File: src/cfmi_pkg.sv
// Purpose: Shared constants and types for the charger fault monitor
// Assumes: 20 MHz clock, 32-bit Avalon-MM register bus, byte addressing
// Notes:   Register byte address is four times the register index
package cfmi_pkg;

	localparam int unsigned CLK_HZ      = 20_000_000;
	localparam int unsigned MIN_SECONDS = 60;
	// Cycles per minute of charging time
	localparam int unsigned CYC_PER_MIN = CLK_HZ * MIN_SECONDS;

	// Trickle check point, in minutes
	localparam logic [9:0] CHECK_MIN_MINUTES = 10'h01E;
	localparam logic [9:0] LIMIT_BASE_MIN    = 10'h03C;
	localparam logic [9:0] LIMIT_STEP_MIN    = 10'h01E;

	// Register indexes and address layout
	localparam int unsigned ADDR_W        = 10;
	localparam logic [7:0]  IDX_FLAGS     = 8'h19;
	localparam logic [7:0]  IDX_MASKS     = 8'h21;
	localparam logic [7:0]  IDX_CONTROL   = 8'h40;
	localparam logic [7:0]  IDX_SYSSTAT   = 8'h41;

	// Event flag bit positions
	localparam int unsigned FB_HOT     = 15;
	localparam int unsigned FB_COLD    = 14;
	localparam int unsigned FB_FAIL    = 13;
	localparam int unsigned FB_TIMEOUT = 12;
	localparam int unsigned FB_FINAL   = 11;
	localparam int unsigned FB_STARTED = 10;
	localparam int unsigned FB_FASTRDY = 9;
	localparam int unsigned FB_LT_HIGH = 2;
	localparam int unsigned FB_LT_MID  = 1;
	localparam int unsigned FB_LT_LOW  = 0;
	localparam logic [15:0] FLAG_VALID = 16'hFE07;

	localparam logic [15:0] MASK_RESET = 16'hFFFF;

	// Control register fields
	localparam int unsigned CB_CHG_EN     = 0;
	localparam int unsigned CB_FAST_SEL   = 1;
	localparam int unsigned CB_TRK_PAUSE  = 2;
	localparam int unsigned CB_USB_SUSP   = 3;
	localparam int unsigned CB_LIMIT_LSB  = 4;
	localparam int unsigned LIMIT_W       = 4;
	localparam logic [7:0]  CONTROL_RESET = 8'h05;

	// System status register fields
	localparam int unsigned SB_WARN     = 0;
	localparam int unsigned SB_SHUT     = 1;
	localparam int unsigned SB_PAUSED   = 2;
	localparam int unsigned SB_STATE    = 4;

	typedef enum logic [2:0] {
		CFMI_IDLE,
		CFMI_TRICKLE,
		CFMI_FAST,
		CFMI_FAIL,
		CFMI_SHUTDOWN
	} cfmi_state_e;

	// Analogue comparator and sensor levels, all synchronous
	typedef struct packed {
		logic die_warn;
		logic die_shutdown;
		logic batt_hot;
		logic batt_cold;
		logic batt_lt_high;
		logic batt_lt_mid;
		logic batt_lt_low;
		logic batt_present;
		logic wall_present;
		logic usb_present;
		logic fast_ready;
		logic final_stage;
		logic timeout;
	} cfmi_sense_s;

endpackage

File: src/cfmi_charger_fault_monitor.sv
// Purpose: Charger fault supervision, event flags and summary interrupt
// Assumes: Sensor levels synchronous to clock; Avalon-MM slave, byte addresses
// Notes:   One request is answered per two cycles; outputs are registered
// Contract
// RULE1 - Die warning sets warning flag and pauses charging; trickle pause is programmable
// RULE2 - Charging resumes once die temperature falls below warning level
// RULE3 - Die shutdown level sets shutdown flag, ends charging, shuts system down
// RULE4 - Trickle check at later of thirty minutes or quarter of time limit
// RULE5 - Battery below low threshold at check stops charging, sets defect flag
// RULE6 - Battery rising above low threshold clears the failure
// RULE7 - Supply reapplied or USB suspend command also clears the failure
// RULE8 - Cleared failure returns charger to idle; restart if conditions hold
// RULE9 - Fast charge with battery below low threshold drops to trickle at once
// RULE10 - Summary interrupt is OR of all unmasked event flags
// RULE11 - Losing wall or USB with battery present sets mid and low flags
// RULE12 - Host should ignore undervoltage flags when feedback flags coincide
// RULE13 - Flags set on rising edge of condition, cleared when status read
// RULE14 - Flags at bits 15 hot, 14 cold, 13 fail, 12 timeout, 11-9
// RULE15 - Below-high flag bit 2, below-mid bit 1, below-low bit 0
// RULE16 - Sixteen-bit mask mirrors flags; a one blocks that flag's interrupt
// RULE17 - Hot or cold battery suspends charging; trickle resumes when normal
// RULE18 - Masked flags still set; mask only gates the interrupt
// RULE19 - Rising edge in the read cycle keeps its flag set
//
// The Avalon-MM interface to the registers was left to the implementer.
module cfmi_charger_fault_monitor #(
	parameter int unsigned MIN_CYC = cfmi_pkg::CYC_PER_MIN
) (
	input  wire logic                        clock,
	input  wire logic                        rst,
	input  wire logic [cfmi_pkg::ADDR_W-1:0] address,
	input  wire logic                        read,
	input  wire logic                        write,
	input  wire logic [31:0]                 writedata,
	input  wire logic [3:0]                  byteenable,
	output logic      [31:0]                 readdata,
	output logic                             waitrequest,
	input  wire cfmi_pkg::cfmi_sense_s       sense,
	output logic                             charge_enable,
	output logic                             trickle_mode,
	output logic                             fast_mode,
	output logic                             system_shutdown,
	output logic                             charger_summary_irq
);

	// Bus handshake: answer one cycle after the request is seen
	logic        ack_reg;
	logic        ack_next;
	logic [7:0]  index;
	logic        sel_flags;
	logic        sel_masks;
	logic        sel_ctrl;
	logic        sel_sys;
	logic        wr_hit;
	logic        rd_hit;
	logic [31:0] rd_value;

	assign ack_next  = (read | write) & ~ack_reg;
	assign index     = address[cfmi_pkg::ADDR_W-1:2];
	assign sel_flags = index == cfmi_pkg::IDX_FLAGS;
	assign sel_masks = index == cfmi_pkg::IDX_MASKS;
	assign sel_ctrl  = index == cfmi_pkg::IDX_CONTROL;
	assign sel_sys   = index == cfmi_pkg::IDX_SYSSTAT;
	assign wr_hit    = write & ack_reg;
	assign rd_hit    = read & ack_reg;

	always_ff @(posedge clock) begin
		if (rst) begin
			ack_reg <= 1'b0;
		end else begin
			ack_reg <= ack_next;
		end
	end

	// Software registers
	logic [15:0] mask_reg;
	logic [15:0] mask_next;
	logic [7:0]  ctrl_reg;
	logic [7:0]  ctrl_next;
	logic [15:0] wr_low;
	logic [7:0]  ctrl_wr;

	assign wr_low = {byteenable[1] ? writedata[15:8] : mask_reg[15:8],
		byteenable[0] ? writedata[7:0] : mask_reg[7:0]};
	assign ctrl_wr = byteenable[0] ? writedata[7:0] : ctrl_reg;
	assign mask_next = (wr_hit & sel_masks) ? wr_low : mask_reg;
	assign ctrl_next = (wr_hit & sel_ctrl) ? ctrl_wr : ctrl_reg;

	always_ff @(posedge clock) begin
		if (rst) begin
			mask_reg <= cfmi_pkg::MASK_RESET;
			ctrl_reg <= cfmi_pkg::CONTROL_RESET;
		end else begin
			mask_reg <= mask_next;
			ctrl_reg <= ctrl_next;
		end
	end

	logic                          cfg_chg_en;
	logic                          cfg_fast_sel;
	logic                          cfg_trk_pause;
	logic                          cfg_usb_susp;
	logic [cfmi_pkg::LIMIT_W-1:0]  charge_time_limit;

	assign cfg_chg_en        = ctrl_reg[cfmi_pkg::CB_CHG_EN];
	assign cfg_fast_sel      = ctrl_reg[cfmi_pkg::CB_FAST_SEL];
	assign cfg_trk_pause     = ctrl_reg[cfmi_pkg::CB_TRK_PAUSE];
	assign cfg_usb_susp      = ctrl_reg[cfmi_pkg::CB_USB_SUSP];
	assign charge_time_limit =
		ctrl_reg[cfmi_pkg::CB_LIMIT_LSB +: cfmi_pkg::LIMIT_W];

	// Minute tick from a divider; a minute is far too long to simulate, so
	// the count is a parameter of the module scope
	logic [31:0] div_reg;
	logic        minute_tick;
	logic        timer_run;

	assign minute_tick = div_reg == 32'(MIN_CYC - 1);

	always_ff @(posedge clock) begin
		if (rst || !timer_run || minute_tick) begin
			div_reg <= 32'h0000_0000;
		end else begin
			div_reg <= div_reg + 32'h0000_0001;
		end
	end

	// Charger state
	// Local names for the package states keep the state logic readable
	localparam cfmi_pkg::cfmi_state_e CFMI_IDLE     = cfmi_pkg::CFMI_IDLE;
	localparam cfmi_pkg::cfmi_state_e CFMI_TRICKLE  = cfmi_pkg::CFMI_TRICKLE;
	localparam cfmi_pkg::cfmi_state_e CFMI_FAST     = cfmi_pkg::CFMI_FAST;
	localparam cfmi_pkg::cfmi_state_e CFMI_FAIL     = cfmi_pkg::CFMI_FAIL;
	localparam cfmi_pkg::cfmi_state_e CFMI_SHUTDOWN = cfmi_pkg::CFMI_SHUTDOWN;
	cfmi_pkg::cfmi_state_e state_reg;
	cfmi_pkg::cfmi_state_e state_next;
	logic [9:0]  min_reg;
	logic [9:0]  limit_min;
	logic [9:0]  quarter_min;
	logic [9:0]  check_min;
	logic        check_due;
	logic        supply_any;
	logic        supply_prev_reg;
	logic        wall_prev_reg;
	logic        usb_prev_reg;
	logic        supply_back;
	logic        supply_lost;
	logic        temp_hold;
	logic        die_hold;
	logic        paused;
	logic        start_ok;
	logic        fail_clear;

	assign limit_min = cfmi_pkg::LIMIT_BASE_MIN
		+ 10'(charge_time_limit) * cfmi_pkg::LIMIT_STEP_MIN;
	assign quarter_min = limit_min >> 2;
	// Later of the two times applies
	assign check_min = (quarter_min > cfmi_pkg::CHECK_MIN_MINUTES) ? // RULE4
		quarter_min : cfmi_pkg::CHECK_MIN_MINUTES;
	assign check_due = (state_reg == CFMI_TRICKLE) && (min_reg >= check_min); // RULE4

	assign supply_any  = sense.wall_present | sense.usb_present;
	assign supply_back = supply_any & ~supply_prev_reg;
	// A supply drop with the cell attached pulls the rail briefly
	assign supply_lost = sense.batt_present & // RULE11
		((wall_prev_reg & ~sense.wall_present) | (usb_prev_reg & ~sense.usb_present));

	assign temp_hold = sense.batt_hot | sense.batt_cold; // RULE17
	// Warning pause is optional only in trickle mode
	assign die_hold = sense.die_warn & // RULE1
		((state_reg == CFMI_FAST) | cfg_trk_pause);
	assign paused = temp_hold | die_hold; // RULE2
	assign start_ok = cfg_chg_en & supply_any & ~cfg_usb_susp;
	assign fail_clear = ~sense.batt_lt_low | supply_back | cfg_usb_susp; // RULE6 RULE7

	always_comb begin
		state_next = state_reg;
		case (state_reg)
			CFMI_IDLE: begin
				if (start_ok) begin
					state_next = CFMI_TRICKLE;
				end
			end
			CFMI_TRICKLE: begin
				if (check_due && sense.batt_lt_low) begin
					state_next = CFMI_FAIL; // RULE5
				end else if (!start_ok) begin
					state_next = CFMI_IDLE;
				end else if (cfg_fast_sel && sense.fast_ready && !paused
					&& !sense.batt_lt_low) begin
					state_next = CFMI_FAST;
				end
			end
			CFMI_FAST: begin
				if (!start_ok) begin
					state_next = CFMI_IDLE;
				end else if (sense.batt_lt_low || temp_hold) begin
					state_next = CFMI_TRICKLE; // RULE9 RULE17
				end
			end
			CFMI_FAIL: begin
				if (fail_clear) begin
					state_next = CFMI_IDLE; // RULE8
				end
			end
			CFMI_SHUTDOWN: begin
				state_next = CFMI_SHUTDOWN;
			end
			default: begin
				state_next = CFMI_IDLE;
			end
		endcase
		if (sense.die_shutdown) begin
			state_next = CFMI_SHUTDOWN; // RULE3
		end
	end

	assign timer_run = (state_reg == CFMI_TRICKLE) && !paused;

	always_ff @(posedge clock) begin
		if (rst) begin
			state_reg       <= CFMI_IDLE;
			supply_prev_reg <= 1'b0;
			wall_prev_reg   <= 1'b0;
			usb_prev_reg    <= 1'b0;
		end else begin
			state_reg       <= state_next;
			supply_prev_reg <= supply_any;
			wall_prev_reg   <= sense.wall_present;
			usb_prev_reg    <= sense.usb_present;
		end
	end

	// Minutes in trickle restart on every entry, so a fall back from fast
	// gets a full check interval
	always_ff @(posedge clock) begin
		if (rst || state_reg != CFMI_TRICKLE) begin
			min_reg <= 10'h000;
		end else if (minute_tick && min_reg != 10'h3FF) begin
			min_reg <= min_reg + 10'h001;
		end
	end

	// Event flags
	logic [15:0] cond;
	logic [15:0] cond_prev_reg;
	logic [15:0] rise;
	logic [15:0] flags_reg;
	logic [15:0] flags_next;
	logic        flags_clr;

	always_comb begin
		cond = 16'h0000;
		cond[cfmi_pkg::FB_HOT]     = sense.batt_hot; // RULE14
		cond[cfmi_pkg::FB_COLD]    = sense.batt_cold;
		cond[cfmi_pkg::FB_FAIL]    = state_reg == CFMI_FAIL;
		cond[cfmi_pkg::FB_TIMEOUT] = sense.timeout;
		cond[cfmi_pkg::FB_FINAL]   = sense.final_stage;
		cond[cfmi_pkg::FB_STARTED] = (state_reg == CFMI_TRICKLE)
			|| (state_reg == CFMI_FAST);
		cond[cfmi_pkg::FB_FASTRDY] = sense.fast_ready;
		cond[cfmi_pkg::FB_LT_HIGH] = sense.batt_lt_high; // RULE15
		cond[cfmi_pkg::FB_LT_MID]  = sense.batt_lt_mid;
		cond[cfmi_pkg::FB_LT_LOW]  = sense.batt_lt_low;
	end

	always_comb begin
		rise = cond & ~cond_prev_reg; // RULE13
		rise[cfmi_pkg::FB_LT_MID] = rise[cfmi_pkg::FB_LT_MID] | supply_lost; // RULE11
		rise[cfmi_pkg::FB_LT_LOW] = rise[cfmi_pkg::FB_LT_LOW] | supply_lost; // RULE11
	end

	assign flags_clr  = rd_hit & sel_flags; // RULE13
	// Set wins over the read clear; mask plays no part here. Only bits the
	// host was shown are cleared, so an edge between capture and clear stays
	assign flags_next = ((flags_reg & ~({16{flags_clr}} & readdata[15:0])) // RULE19
		| rise) & cfmi_pkg::FLAG_VALID; // RULE18

	always_ff @(posedge clock) begin
		if (rst) begin
			flags_reg     <= 16'h0000;
			cond_prev_reg <= 16'h0000;
		end else begin
			flags_reg     <= flags_next;
			cond_prev_reg <= cond;
		end
	end

	// Die temperature flags kept beside the charger flags
	logic warn_reg;
	logic shut_reg;
	logic warn_prev_reg;
	logic shut_prev_reg;
	logic sys_clr;

	assign sys_clr = rd_hit & sel_sys;

	always_ff @(posedge clock) begin
		if (rst) begin
			warn_reg      <= 1'b0;
			shut_reg      <= 1'b0;
			warn_prev_reg <= 1'b0;
			shut_prev_reg <= 1'b0;
		end else begin
			warn_reg      <= (warn_reg & ~(sys_clr & readdata[cfmi_pkg::SB_WARN])) // RULE1
				| (sense.die_warn & ~warn_prev_reg);
			shut_reg      <= (shut_reg & ~(sys_clr & readdata[cfmi_pkg::SB_SHUT])) // RULE3
				| (sense.die_shutdown & ~shut_prev_reg);
			warn_prev_reg <= sense.die_warn;
			shut_prev_reg <= sense.die_shutdown;
		end
	end

	// Read data
	logic [31:0] sys_word;

	always_comb begin
		sys_word = 32'h0000_0000;
		sys_word[cfmi_pkg::SB_WARN]   = warn_reg;
		sys_word[cfmi_pkg::SB_SHUT]   = shut_reg;
		sys_word[cfmi_pkg::SB_PAUSED] = paused;
		sys_word[cfmi_pkg::SB_STATE +: 3] = state_reg;
	end

	// Unmapped reads return zero
	assign rd_value = sel_flags ? {16'h0000, flags_reg}
		: sel_masks ? {16'h0000, mask_reg}
		: sel_ctrl ? {24'h00_0000, ctrl_reg}
		: sel_sys ? sys_word
		: 32'h0000_0000;

	// Outputs, all registered
	logic        irq_next;
	logic        chg_next;

	assign irq_next = |(flags_next & ~mask_next); // RULE10 RULE16
	assign chg_next = ((state_next == CFMI_TRICKLE) || (state_next == CFMI_FAST))
		&& !paused && !sense.die_shutdown; // RULE1 RULE3 RULE17

	always_ff @(posedge clock) begin
		if (rst) begin
			readdata            <= 32'h0000_0000;
			waitrequest         <= 1'b1;
			charge_enable       <= 1'b0;
			trickle_mode        <= 1'b0;
			fast_mode           <= 1'b0;
			system_shutdown     <= 1'b0;
			charger_summary_irq <= 1'b0;
		end else begin
			readdata            <= (ack_next & read) ? rd_value : 32'h0000_0000;
			waitrequest         <= ~ack_next;
			charge_enable       <= chg_next;
			trickle_mode        <= state_next == CFMI_TRICKLE;
			fast_mode           <= state_next == CFMI_FAST;
			system_shutdown     <= state_next == CFMI_SHUTDOWN; // RULE3
			charger_summary_irq <= irq_next;
		end
	end

endmodule

File: config.mk
export PLATFORM = sky130hd
export DESIGN_NAME = cfmi_charger_fault_monitor
export DESIGN_NICKNAME = d
export VERILOG_FILES = /design/src/cfmi_pkg.sv /design/src/cfmi_charger_fault_monitor.sv
export SDC_FILE = /design/constraint.sdc
export NUM_CORES = 1
export LEC_CHECK = 0
export BUFFER_PORTS_ARGS = -buffer_cell sky130_fd_sc_hd__buf_2
export CAP_MARGIN = 20
export CORE_ASPECT_RATIO = 1.2
export CORE_MARGIN = 1.5
export CORE_UTILIZATION = 54
export DETAILED_ROUTE_END_ITERATION = 8
export GPL_TIMING_DRIVEN = 1
export PLACE_DENSITY = 0.84
export SETUP_SLACK_MARGIN = 0.4
export SLEW_MARGIN = 10
export SYNTH_ARGS = -nofsm -noshare
export SYNTH_HDL_FRONTEND = slang
export SYNTH_SLANG_ARGS = --single-unit
File: constraint.sdc
create_clock -name clock -period 5.91 [get_ports clock]
set_input_delay 0.2955 -clock clock [delete_from_list [all_inputs] [get_ports clock]]
set_output_delay 0.2955 -clock clock [all_outputs]
set_load 0.01 [all_outputs]
==> flow_metrics.env <==
export IMPL_async_reset_ff_share_pct=0
export IMPL_post_route_util_pct=65.4
export IMPL_r2r_slack_ps=930
export IMPL_synth_edf_count=0
export IMPL_fp_dieW_um=96.1
export IMPL_clk_latency_ps=410
export IMPL_drc=0
export IMPL_wire_per_inst_um=15.1
export IMPL_synth_top_family_by_area="simple AND/OR/NAND/NOR gates"
export IMPL_routed_wl_mm=12.6
export IMPL_ant_nets=0
export IMPL_maxSlewHeadroom_pct=38.1
export IMPL_ctsLongestPathBuffers=2
export IMPL_avgViaCountPerCell=5.55
export IMPL_layout_drive_gt1_share_pct=16.0
export IMPL_die_height_um=115
export IMPL_place_port_buffers=64
export IMPL_cp_required_ps=6210
export IMPL_yosysTopAreaCell="dfxtp_1"
export IMPL_synthMuxAreaShare_pct=3.92
export IMPL_cts_root_buf="clkbuf_16"
export IMPL_crit_path_max_fanout=8
export IMPL_crit_chain="fa_1, inv_1, fa_1, inv_1, ha_1, a21o_1, a21oi_1, xnor2_1, or4_1, a211oi_1, nor4_1, nor2_1, ha_1, nand2b_1, a21oi_1, o221ai_1, nand3_1, a211oi_1, o21ai_1, nor4b_1"
export IMPL_final_nets=787
export IMPL_fin_skew_ps=10.8
export IMPL_core_area_sq_um=10100
export IMPL_clk_pin_slew_ps=60
export IMPL_synth_area_top_cells="dfxtp_1 (42%), nor2_1 (7.0%), ha_1 (4.7%)"
export IMPL_num_vias=4644
export IMPL_grt_overflow=0
export IMPL_hold_path_class="input port to flop"
export IMPL_netSwitchingFraction_pct=22.2
export IMPL_fill_cells=793
export IMPL_path_delay_family="adder cells"
export IMPL_power_total_uw=1920
export IMPL_ys_ff_latch=119
export IMPL_antenna_found_initial=0
export IMPL_seqPwrFrac_pct=43.0
export IMPL_post_cts_buffers=0
export IMPL_maxSlewViolCount=0
export IMPL_syn_area_per_cell_sq_um=8.87
export IMPL_status="completed"
export IMPL_numClockSinks=119
export IMPL_power_density_nw_per_um2=291
export IMPL_synth_simple_area_share_pct=25.0
export IMPL_setup_viol=0
export IMPL_combPwrFrac_pct=3.8
export IMPL_htreeDepth=4
export IMPL_largest_register_ffs=32
export IMPL_yosysSeqAreaShare_pct=42.4
export IMPL_min_period_ps=4980
export IMPL_yosys_area_share_xor_xnor_pct=6.86
export IMPL_max_cap_viol_count=0
export IMPL_place_ws_ps=803
export IMPL_yosys_most_used_dff="dfxtp_1"
export IMPL_cts_tree="built"
export IMPL_cp_arrival_ps=5290
export IMPL_syn_area_sq_um=5620
export IMPL_final_hold_violation_count=0
export IMPL_critPathMaxStageDelay_ps=530
export IMPL_whs_path_depth=3
export IMPL_area_growth_syn_to_layout_pct=17.0
export IMPL_grt_pass1_vias=4562
export IMPL_rsz0062_at_grt="false"
export IMPL_synthDistinctLibCells=61
export IMPL_p_int_uw=1490
export IMPL_cp_num_buf_inv=2
export IMPL_critPathLaunchType="flop"
export IMPL_synth_compound_area_share_pct=9.26
export IMPL_cts_buffers=17
export IMPL_fin_ws_ps=926
export IMPL_cp_end_kind="flop"
export IMPL_worstMarginPinSlew_ps=923
export IMPL_synth_adder_area_share_pct=6.45
export IMPL_power_clock_fraction_pct=53.2
export IMPL_cp_depth=20
export IMPL_dieArea_sq_um=11000
export IMPL_grt_util_all_layers_pct=24.0
export IMPL_place_hpwl_mm=8.71
export IMPL_r2r_cells=20
export IMPL_p_sw_uw=425
export IMPL_peakVddDrop_uv=145
export IMPL_grt_start_max_net_pins=57
export IMPL_drt_iter0_markers=229
export IMPL_yosys_area_top_type_share_pct=42.4
export IMPL_final_setup_tns_ps=0
export IMPL_start_util_pct=55.9
export IMPL_ys_warn_count=0
export IMPL_power_leakage_uw=0.00274
export IMPL_finalCritPeriodShare_pct=84.3
export IMPL_grt_first_pass_wirelength_mm=20.6
export IMPL_crit_type="flop to flop"
export IMPL_row_count=40
export IMPL_synthCells=634
export IMPL_place_congestion=0.846
export IMPL_io_pins=101
export IMPL_cpMaxStageDelayCell="dfxtp_1"
export IMPL_drtPass1Iterations=4
export IMPL_max_clock_freq_mhz=201
export IMPL_num_antenna_cells=0
## worst register-to-register path: stages (launching register included)
cell and delay [ps]:
dfxtp_1 530, fa_1 520, inv_1 90, fa_1 400
inv_1 110, ha_1 240, a21o_1 150, a21oi_1 230
xnor2_1 170, or4_1 500, a211oi_1 240, nor4_1 130
nor2_1 120, ha_1 230, nand2b_1 130, a21oi_1 140
o221ai_1 140, nand3_1 110, a211oi_1 70, o21ai_1 350
nor4b_1 260
## cells in the final DEF, fill, tap and decap left out, drive strengths merged, types with 17 or more instances in the layout
master	instances
xnor2	17
a21oi	26
mux2i	22
xor2	27
nor2	105
nor2b	30
buf	66
inv	40
clkbuf	19
nand3	21
ha	21
nand2	34
dfxtp	119
## worst paths after layout
check / startpoint / to
max reg2reg: ctrl_reg[6] / trickle_mode
min reg2reg: flop / flop
max: ctrl_reg[6] / trickle_mode
min: sense[8] / cond_prev_reg[2]
## synth_stat cells, drive strengths merged, types with 3 or more instances
master and count:
a22o 7, and4 4, or3 6, a211o 8
buf 19, nor3b 4, ha 21, and3 6
nand3 21, nor4 6, and4b 3, inv 37
nor2b 30, nand2 34, and2 3, xor2 27
nand4 16, xnor2 17, nor3 11, fa 5
o21ai 13, nand2b 16, dfxtp 119, clkbuf 17
nor2 105, a21oi 26, mux2i 22
## area by class of cell
type	count	area, sq um	area share, %
Clock buffer	19	453	6.89
Inverter	37	139	2.11
Sequential cell	119	2380	36.2
Timing Repair Buffer	66	343	5.21
Multi-Input combinational cell	457	2960	45.0
Tap cell	126	158	2.40
Clock inverter	13	144	2.19
## per-stage QoR
| step | std cells | hold WS, ps | instance area (sq um) |
|---|---|---|---|
| 4_1_cts | 836 | 109 | 6560 |
| 6_report | 837 | 106 | 6580 |
| 3_3_place_gp | 804 | 429 | 5960 |
| 5_1_grt | 837 | 116 | 6580 |
| 2_1_floorplan | 649 | 413 | 5680 |
| 3_5_place_dp | 804 | 451 | 5960 |
## power by group through the flow
stage,Clock (uW),Combinational [uW],Sequential (uW)
2_1_floorplan,0,49.1,839
4_1_cts,1020,71.4,824
6_report,1020,72.0,824
5_1_grt,1070,78.8,825
3_3_place_gp,0,66.2,840
3_5_place_dp,0,69.3,841
## per-layer routing
| metal | GRT usage, % | part of all wire [%] | vias up |
|---|---|---|---|
| met5 | 0 | 0 | - |
| met4 | 9.02 | 2.1 | 0 |
| met3 | 5.36 | 4.9 | 27 |
| met2 | 45.0 | 53 | 151 |
| met1 | 25.7 | 40 | 2219 |
| li1 | - | - | 2247 |
## timing repair
| item | CTS | global route |
|---|---|---|
| resized for setup | 0 | 1 |
| endpoints found under the setup margin | 0 | 2 |
| hold buffers | 0 | 0 |
## kinds of logic (layout without fill, tap and decap cells)
kind of cell	after synthesis	after routing
multiplexers	22	22
AO/OA/AOI/OAI	78	78
flip-flops	119	119
other	1	16
adder cells (fa/ha/maj)	26	26
XOR/XNOR	44	44
buffers and inverters	73	135
AND/OR/NAND/NOR	271	271
(Power assumes the default switching activity.)
